===== src/include/eocb_consts.vh =====
// Constants for the Ethernet option configuration bank.
// Assumes inclusion by bare name from the design files.
`ifndef EOCB_CONSTS_VH
`define EOCB_CONSTS_VH
// ----------------------------------------------------------------
// Parameter numbers on the keypad parameter port
// ----------------------------------------------------------------
`define EOCB_P_VERSION    7'h06
`define EOCB_P_INDICATOR  7'h09
`define EOCB_P_IP_FIRST   7'h0A
`define EOCB_P_IP_LAST    7'h15
`define EOCB_P_SPEED      7'h16
`define EOCB_P_IN_FMT     7'h1D
`define EOCB_P_STAT_CNT   7'h1E
`define EOCB_P_STAT_FIRST 7'h1F
`define EOCB_P_STAT_LAST  7'h26
`define EOCB_P_OUT_FMT    7'h31
`define EOCB_P_CTRL_CNT   7'h32
`define EOCB_P_CTRL_FIRST 7'h33
`define EOCB_P_CTRL_LAST  7'h3A
`define EOCB_P_APPLY      7'h5E
// ----------------------------------------------------------------
// Value ranges and encodings
// ----------------------------------------------------------------
`define EOCB_SPEED_AUTO   2'h0
`define EOCB_SPEED_100    2'h1
`define EOCB_SPEED_10     2'h2
`define EOCB_SPEED_MAX    16'h0002
`define EOCB_OCTET_MAX    16'h00FF
`define EOCB_FMT_MAX      16'h000B
`define EOCB_FMT_CFG_MIN  4'h4
`define EOCB_FMT_CFG_BASE 4'h3
`define EOCB_APPLY_VAL    16'h0001
`define EOCB_IN_FIX_BASE  8'h46
`define EOCB_IN_FIX_ALT   8'h6E
`define EOCB_IN_CFG_BASE  8'h89
`define EOCB_OUT_FIX_BASE 8'h14
`define EOCB_OUT_FIX_ALT  8'h64
`define EOCB_OUT_CFG_BASE 8'h75
`define EOCB_FIX_BYTES    5'h04
`endif


===== src/logic/eocb_bank.v =====
// Configuration and status parameter bank of the Ethernet option module.
// Assumes a synchronous keypad parameter port and a one-cycle commit handshake to nonvolatile storage.
//
// What this block does
// Modbus TCP mode shows link, speed, error, alive indicator bits.
// EtherNet/IP mode shows module and network red/green indicator bits.
// Address, mask and gateway held as octets, each 0 to 255.
// Dotted fields map in order to consecutive octet parameters.
// Speed setting 0 auto, 1 forces 100Mbps, 2 forces 10Mbps.
// Auto speed links at the highest speed the network offers.
// Input format 0..3 selects fixed instances 70,71,110,111, four bytes.
// Input format 4..11 selects instances 141..148, two bytes per parameter.
// Output format 0..3 selects fixed instances 20,21,100,101, four bytes.
// Output format 4..11 selects instances 121..128, two bytes per parameter.
// Configuring party must set input and output formats equal.
// Format settings are presented only in EtherNet/IP mode.
// Status count follows input format only when 4 or above at update.
// Control count follows output format only when 4 or above at update.
// Eight status address slots; count of them sent to client.
// Eight control address slots; count of them written from commands.
// Changed settings stay pending until update command written with 1.
// Update command restarts Ethernet communication with new settings.
// Update command commits settings to survive power loss.
// Version parameter reports the installed module version automatically.
// Parameter counts unused in Modbus TCP mode.
// Protocol switch sampled only at power-on or update command.
// Read-only writes and out-of-range values leave stored value unchanged.
`timescale 1ns/1ps
`include "eocb_consts.vh"
module eocb_bank #(
   parameter SLOTS = 8
) (
   input  wire        clk,
   input  wire        rst_n,
   input  wire        par_wr,
   input  wire        par_rd,
   input  wire [6:0]  par_num,
   input  wire [15:0] par_wdata,
   output reg  [15:0] par_rdata,
   output reg         par_rvalid,
   output reg         par_present,
   input  wire [15:0] module_version_in,
   input  wire        protocol_switch,
   input  wire [3:0]  indicator_in,
   input  wire        phy_link_100,
   output reg         proto_eip,
   output reg  [31:0] act_ip_addr,
   output reg  [31:0] act_ip_mask,
   output reg  [31:0] act_ip_gateway,
   output reg  [1:0]  act_link_speed,
   output reg  [7:0]  act_in_instance,
   output reg  [4:0]  act_in_bytes,
   output reg  [7:0]  act_out_instance,
   output reg  [4:0]  act_out_bytes,
   output reg  [3:0]  act_status_count,
   output reg  [3:0]  act_control_count,
   output reg         comm_restart,
   output reg         nv_commit,
   output reg         speed_is_100
);
   // ----------------------------------------------------------------
   // Storage
   // ----------------------------------------------------------------
   reg [7:0]  octet_q [0:11];
   reg [1:0]  link_speed_select_q;
   reg [3:0]  input_format_select_q;
   reg [3:0]  output_format_select_q;
   reg [15:0] status_address_slots_q  [0:SLOTS-1];
   reg [15:0] control_address_slots_q [0:SLOTS-1];
   reg [3:0]  status_param_count_q;
   reg [3:0]  control_param_count_q;
   reg        apply_settings_cmd_q;
   reg        started_q;
   reg [15:0] module_version_q;
   reg [3:0]  indicator_state_q;
   integer    i;

   wire [3:0] in_cnt;
   wire [3:0] out_cnt;
   wire [7:0] in_inst;
   wire [7:0] out_inst;
   wire [4:0] in_bytes;
   wire [4:0] out_bytes;

   wire in_ip    = (par_num >= `EOCB_P_IP_FIRST) && (par_num <= `EOCB_P_IP_LAST);
   wire in_stat  = (par_num >= `EOCB_P_STAT_FIRST) && (par_num <= `EOCB_P_STAT_LAST);
   wire in_ctrl  = (par_num >= `EOCB_P_CTRL_FIRST) && (par_num <= `EOCB_P_CTRL_LAST);
   wire [6:0] ip_idx   = par_num - `EOCB_P_IP_FIRST;
   wire [6:0] stat_idx = par_num - `EOCB_P_STAT_FIRST;
   wire [6:0] ctrl_idx = par_num - `EOCB_P_CTRL_FIRST;
   wire is_fmt   = (par_num == `EOCB_P_IN_FMT) || (par_num == `EOCB_P_OUT_FMT);
   wire apply_go = par_wr && (par_num == `EOCB_P_APPLY) && (par_wdata == `EOCB_APPLY_VAL);

   // ----------------------------------------------------------------
   // Format decoders
   // ----------------------------------------------------------------
   eocb_fmt_decode #(
      .FIX_BASE (`EOCB_IN_FIX_BASE),
      .FIX_ALT  (`EOCB_IN_FIX_ALT),
      .CFG_BASE (`EOCB_IN_CFG_BASE)
   ) u_in_dec (
      .fmt          (input_format_select_q),
      .instance_num (in_inst),
      .data_bytes   (in_bytes),
      .param_num    (in_cnt)
   );

   eocb_fmt_decode #(
      .FIX_BASE (`EOCB_OUT_FIX_BASE),
      .FIX_ALT  (`EOCB_OUT_FIX_ALT),
      .CFG_BASE (`EOCB_OUT_CFG_BASE)
   ) u_out_dec (
      .fmt          (output_format_select_q),
      .instance_num (out_inst),
      .data_bytes   (out_bytes),
      .param_num    (out_cnt)
   );

   // ----------------------------------------------------------------
   // Pending settings, written from the keypad port
   // ----------------------------------------------------------------
   always @(posedge clk or negedge rst_n) begin
      if (!rst_n) begin
         for (i = 0; i < 12; i = i + 1) begin
            octet_q[i] <= 8'h00;
         end
         for (i = 0; i < SLOTS; i = i + 1) begin
            status_address_slots_q[i]  <= 16'h0000;
            control_address_slots_q[i] <= 16'h0000;
         end
         link_speed_select_q    <= `EOCB_SPEED_AUTO;
         input_format_select_q  <= 4'h0;
         output_format_select_q <= 4'h0;
      end else if (par_wr) begin
         // Out-of-range values are dropped whole, not clipped
         if (in_ip && (par_wdata <= `EOCB_OCTET_MAX)) begin
            octet_q[ip_idx[3:0]] <= par_wdata[7:0];
         end
         if ((par_num == `EOCB_P_SPEED) && (par_wdata <= `EOCB_SPEED_MAX)) begin
            link_speed_select_q <= par_wdata[1:0];
         end
         if ((par_num == `EOCB_P_IN_FMT) && proto_eip && (par_wdata <= `EOCB_FMT_MAX)) begin
            input_format_select_q <= par_wdata[3:0];
         end
         if ((par_num == `EOCB_P_OUT_FMT) && proto_eip && (par_wdata <= `EOCB_FMT_MAX)) begin
            output_format_select_q <= par_wdata[3:0];
         end
         if (in_stat) begin
            status_address_slots_q[stat_idx[2:0]] <= par_wdata;
         end
         if (in_ctrl) begin
            control_address_slots_q[ctrl_idx[2:0]] <= par_wdata;
         end
      end
   end

   // ----------------------------------------------------------------
   // Update command, protocol sampling and applied settings
   // ----------------------------------------------------------------
   always @(posedge clk or negedge rst_n) begin
      if (!rst_n) begin
         started_q            <= 1'b0;
         apply_settings_cmd_q <= 1'b0;
         proto_eip            <= 1'b0;
         status_param_count_q <= 4'h0;
         control_param_count_q <= 4'h0;
         act_ip_addr          <= 32'h00000000;
         act_ip_mask          <= 32'h00000000;
         act_ip_gateway       <= 32'h00000000;
         act_link_speed       <= `EOCB_SPEED_AUTO;
         act_in_instance      <= `EOCB_IN_FIX_BASE;
         act_in_bytes         <= `EOCB_FIX_BYTES;
         act_out_instance     <= `EOCB_OUT_FIX_BASE;
         act_out_bytes        <= `EOCB_FIX_BYTES;
         act_status_count     <= 4'h0;
         act_control_count    <= 4'h0;
         comm_restart         <= 1'b0;
         nv_commit            <= 1'b0;
      end else begin
         started_q            <= 1'b1;
         // Command reads back as 1 only in the cycle after it is taken
         apply_settings_cmd_q <= apply_go;
         comm_restart         <= apply_go;
         nv_commit            <= apply_go;
         // Switch caught once after reset release, then only on update
         if (!started_q || apply_go) begin
            proto_eip <= protocol_switch;
         end
         if (apply_go) begin
            act_ip_addr    <= {octet_q[0], octet_q[1], octet_q[2], octet_q[3]};
            act_ip_mask    <= {octet_q[4], octet_q[5], octet_q[6], octet_q[7]};
            act_ip_gateway <= {octet_q[8], octet_q[9], octet_q[10], octet_q[11]};
            act_link_speed <= link_speed_select_q;
            act_in_instance  <= in_inst;
            act_in_bytes     <= in_bytes;
            act_out_instance <= out_inst;
            act_out_bytes    <= out_bytes;
            if (input_format_select_q >= `EOCB_FMT_CFG_MIN) begin
               status_param_count_q <= in_cnt;
            end
            if (output_format_select_q >= `EOCB_FMT_CFG_MIN) begin
               control_param_count_q <= out_cnt;
            end
            // Counts steer slot use only under EtherNet/IP
            act_status_count  <= protocol_switch ? in_cnt : 4'h0;
            act_control_count <= protocol_switch ? out_cnt : 4'h0;
         end
      end
   end

   // ----------------------------------------------------------------
   // Live status: version, indicators, negotiated speed
   // ----------------------------------------------------------------
   always @(posedge clk or negedge rst_n) begin
      if (!rst_n) begin
         module_version_q  <= 16'h0000;
         indicator_state_q <= 4'h0;
         speed_is_100      <= 1'b0;
      end else begin
         module_version_q  <= module_version_in;
         // Bits passed through in indicator_in order; the active protocol is not consulted
         indicator_state_q <= indicator_in;
         case (act_link_speed)
            `EOCB_SPEED_100: speed_is_100 <= 1'b1;
            `EOCB_SPEED_10:  speed_is_100 <= 1'b0;
            default:         speed_is_100 <= phy_link_100;
         endcase
      end
   end

   // ----------------------------------------------------------------
   // Read port
   // ----------------------------------------------------------------
   always @(posedge clk or negedge rst_n) begin
      if (!rst_n) begin
         par_rdata   <= 16'h0000;
         par_rvalid  <= 1'b0;
         par_present <= 1'b0;
      end else begin
         par_rvalid  <= par_rd;
         par_present <= 1'b1;
         par_rdata   <= 16'h0000;
         if (in_ip) begin
            par_rdata <= {8'h00, octet_q[ip_idx[3:0]]};
         end else if (in_stat) begin
            par_rdata <= status_address_slots_q[stat_idx[2:0]];
         end else if (in_ctrl) begin
            par_rdata <= control_address_slots_q[ctrl_idx[2:0]];
         end else begin
            case (par_num)
               `EOCB_P_VERSION:   par_rdata <= module_version_q;
               `EOCB_P_INDICATOR: par_rdata <= {12'h000, indicator_state_q};
               `EOCB_P_SPEED:     par_rdata <= {14'h0000, link_speed_select_q};
               `EOCB_P_IN_FMT:    par_rdata <= {12'h000, input_format_select_q};
               `EOCB_P_OUT_FMT:   par_rdata <= {12'h000, output_format_select_q};
               `EOCB_P_STAT_CNT:  par_rdata <= {12'h000, status_param_count_q};
               `EOCB_P_CTRL_CNT:  par_rdata <= {12'h000, control_param_count_q};
               `EOCB_P_APPLY:     par_rdata <= {15'h0000, apply_settings_cmd_q};
               default:           par_rdata <= 16'h0000;
            endcase
         end
         // Format settings hidden outside EtherNet/IP
         if (is_fmt && !proto_eip) begin
            par_present <= 1'b0;
            par_rdata   <= 16'h0000;
         end
      end
   end
endmodule


===== src/logic/eocb_fmt_decode.v =====
// Decodes one cyclic format selector into instance number and data size.
// Assumes a selector already limited to 0..11 by the register bank.
`timescale 1ns/1ps
`include "eocb_consts.vh"
module eocb_fmt_decode #(
   parameter [7:0] FIX_BASE = `EOCB_IN_FIX_BASE,
   parameter [7:0] FIX_ALT  = `EOCB_IN_FIX_ALT,
   parameter [7:0] CFG_BASE = `EOCB_IN_CFG_BASE
) (
   input  wire [3:0] fmt,
   output reg  [7:0] instance_num,
   output reg  [4:0] data_bytes,
   output reg  [3:0] param_num
);
   always @* begin
      if (fmt < `EOCB_FMT_CFG_MIN) begin
         // Fixed instances come in pairs of consecutive numbers
         instance_num = (fmt[1] ? FIX_ALT : FIX_BASE) + {7'h00, fmt[0]};
         data_bytes   = `EOCB_FIX_BYTES;
         param_num    = 4'h0;
      end else begin
         param_num    = fmt - `EOCB_FMT_CFG_BASE;
         // Configurable bases sit four below the first instance, which selector 4 reaches
         instance_num = CFG_BASE + {4'h0, fmt};
         data_bytes   = {param_num, 1'b0};
      end
   end
endmodule


===== config.mk =====
export PLATFORM = sky130hd
export DESIGN_NAME = eocb_bank
export DESIGN_NICKNAME = d
export VERILOG_FILES = /design/src/logic/eocb_bank.v /design/src/logic/eocb_fmt_decode.v
export VERILOG_INCLUDE_DIRS = /design/src /design/src/include
export SDC_FILE = /design/constraint.sdc
export NUM_CORES = 1
export LEC_CHECK = 0
export BUFFER_PORTS_ARGS = -buffer_cell sky130_fd_sc_hd__buf_2
export CAP_MARGIN = 20
export CORE_MARGIN = 1.5
export CORE_UTILIZATION = 30
export DETAILED_ROUTE_END_ITERATION = 8
export SKIP_CTS_REPAIR_TIMING = 1
export SYNTH_ARGS = -nofsm -noshare
export SYNTH_HDL_FRONTEND = slang
export SYNTH_SLANG_ARGS = --single-unit

===== constraint.sdc =====
create_clock -name clk -period 2.2 [get_ports clk]
set_input_delay 0.44 -clock clk [delete_from_list [all_inputs] [get_ports clk]]
set_output_delay 0.44 -clock clk [all_outputs]
set_load 0.05 [all_outputs]

==> reports/qor.yml <==
run_status: "completed"
rsz0062_at_grt: "no"
intPower_w: 0.01753
grt_max_degree: 78
swShare_pct: 25.01
via_count: 17000
synth-compound-area-share_pct: 5.279
mappedNetlistArea_um2: 24250
cp_max_fo: 12
synth_area_leader_cell: "dfrtp_1"
synth_top_family_by_area: "multiplexers"
routabilityCongestion: 0.8616
pre_cts_ws_ps: -600.6
hold_class: "in2reg"
switchingPower_w: 0.005846
htreeDepth: 2
timing.final.ws_setup_ps: 64.32
grt_usage_pct: 16.90
crit_path_end_kind: "flop"
seqPwrFrac_pct: 46.4
cpPeakStageDelay_ps: 430
cp_cell_sequence: "buf_2 > buf_4 > inv_8 > ha_4 > buf_4 > buf_4 > mux4_2 > nor3_1 > a21oi_1 > a311oi_1"
drt_iter0_drc: 1091
yosys.cell_types.count: 74
ant_nets: 0
num_rows: 104
layout.cells.non_filler: 3438
cts_root_buf: "clkbuf_16"
grt_overflow: 0
io_buffer_count: 200
yosysMostFrequentCell: "dfrtp_1"
cpMostUsedCell: "buf_4"
finish.net_count: 2389
ir_drop_v: 0.0007528
fin_skew_ps: 30.66
clk_pin_slew_ps: 60
worstMarginPinSlew_ps: 664.9
synth_fa_ha_area_share_pct: 0.7224
core-area_um2: 80290
totalWireLength_mm: 69.77
die_area_um2: 82540
clock_sinks: 541
drv_slew: 0
syn_area_per_cell_um2: 12.35
synth_seq_cells: 541
synth_cells: 1964
vias_per_cell: 4.945
synth_edf_count: 0
cts_buffers: 59
grt_pass1_wl_mm: 108.5
pwr-share-clk_pct: 43.0
synth_xor_xnor_area_share_pct: 0.2890
yosys.area_share.simple_pct: 11.78
drive_gt1_share_pct: 42.09
area_delta_synth_final_pct: 26.38
drt_pre_antenna_iters: 5
cts_tree: "yes"
synth_area_leaders: "dfrtp_1 55%, mux2_2 14%, nand2_1 6.5%, mux4_2 4.2%, mux2_1 3.3%"
period_share_pct: 97.08
initial_core_util_pct: 30.20
synth.top_cell.area_share_pct: 55.21
first_global_vias: 17710
placedCellCount: 3299
seq_area_frac_synth_pct: 55.86
pin_count: 203
p_comb_share_pct: 10.6
die_x_um: 287.3
ys_warn_count: 0
clk_latency_ps: 630
crit_path_start_kind: "input port"
dp_hpwl_mm: 49.55
setup_violations: 0
synth.mux.area_fraction_pct: 22.65
die_h_um: 287.3
fin_crit_ps: 2136
arrival_ps: 2660
power_density_nw_per_um2: 762.7
cap_violations: 0
slowest_stage: "ha_4"
antenna_found_initial: 2
netlist_top_cells_count: "535 x dfrtp_1, 417 x nand2_1, 308 x mux2_2"
cts_buffer_depth: 3
path_class: "in2reg"
slew_headroom_pct: 55.58
required_ps: 2730
ys.flop_type: "dfrtp_1"
ys_async_sr_fraction_pct: 100.0
fmax_ghz: 0.4682
wire_per_inst_um: 20.29
hold_viol: 0
drc: 0
leakage_nw: 15.30
power by group through the flow:
stage          Clock, W  Sequential (W)  Combinational [W]
2_1_floorplan         0          0.0110            0.00141
3_3_place_gp          0          0.0110            0.00239
3_5_place_dp          0          0.0110            0.00246
4_1_cts          0.0103          0.0108            0.00247
5_1_grt          0.0107          0.0109            0.00268
6_report         0.0101          0.0108            0.00247
layout by cell type, fill, tap and decap left out, types with 12 or more instances in the layout:
cell type / n
buf_12: 44
a21oi_1: 27
mux2_4: 15
nand3_1: 20
o22ai_1: 12
mux4_2: 45
o21ai_0: 22
mux2_1: 61
nor2_1: 74
mux2i_1: 21
nand2_2: 44
nand2_1: 372
buf_2: 198
dfrtp_1: 535
clkbuf_16: 59
buf_4: 181
dlygate4sd3_1: 22
mux2_2: 303
a31oi_1: 12
nor3_1: 21
worst max-delay path, delay by kind of cell:
kind / cells / cell delay (ps)
buf+inv: 5 / 870
mux: 1 / 310
fa+ha+maj: 1 / 430
compound gates: 2 / 390
simple gates: 1 / 210
path summary, 6_finish.rpt:
kind	start	end	slack, ps	cells after the start
max in group asynchronous	rst_n	octet_q[89]	1100	3
min in group asynchronous	rst_n	octet_q[78]	310	2
hold / removal	phy_link_100	speed_is_100	60	2
setup / recovery	par_num[1]	par_rdata[1]	60	10
hold reg to reg	act_out_bytes[2]	act_out_bytes[2]	460	2
setup reg to reg	octet_q[88]	par_rdata[0]	320	6
cell type report:
class | count | area (um^2)
antenna | 2 | 5.005
clock buffer | 81 | 1669
clock inverter | 30 | 330.3
fill | 7645 | 49640
inverter | 15 | 73.82
multi-input combinational | 1263 | 10230
sequential | 541 | 13550
tap | 1060 | 1326
timing repair buffer | 446 | 3466
through the flow:
stage               total power [W]  instance area (um^2)  hold slack [ps]  setup TNS, ps  util, %
floorplan                   0.01238                 24900            144.4        -193190        -
detailed placement          0.01348                 28320            372.5        -236770    35.27
finish                      0.02337                 30650            57.73              0    38.17
global placement            0.01337                 28320            363.6        -239510    35.27
CTS                         0.02359                 30320           -317.6              0    37.76
global route                0.02433                 30640            31.06              0    38.17
logic make-up (layout without fill, tap and decap cells):
group                    count (synthesis)  count (layout)
other                                    2               5
flip-flops                             541             541
multiplexers                           445             445
XOR/XNOR                                 5               5
AND/OR/NAND/NOR                        618             618
AO/OA/AOI/OAI                          178             178
adder cells (fa/ha/maj)                 14              14
buffers and inverters                  161             572
sequential cells by signal, indices dropped and copies added (netlist names), 4 cells and up:
register,count
octet_q,96
indicator_state_q,4
act_status_count,4
act_out_bytes,4
act_out_instance,8
act_ip_addr,32
module_version_q,16
act_ip_gateway,32
control_param_count_q,4
act_control_count,4
output_format_select_q,4
par_rdata,16
input_format_select_q,4
act_ip_mask,32
act_in_instance,8
control_address_slots_q,128
status_param_count_q,4
status_address_slots_q,128
layer usage:
metal  vias to the layer above  track usage [%]  wire length [um]
li1                       7625                -                 -
met1                      8800            22.76             30530
met2                       483            28.19             33880
met3                        92            3.048              4083
met4                         0            3.934              1275
met5                         -                0                 0
(Power assumes the default switching activity.)
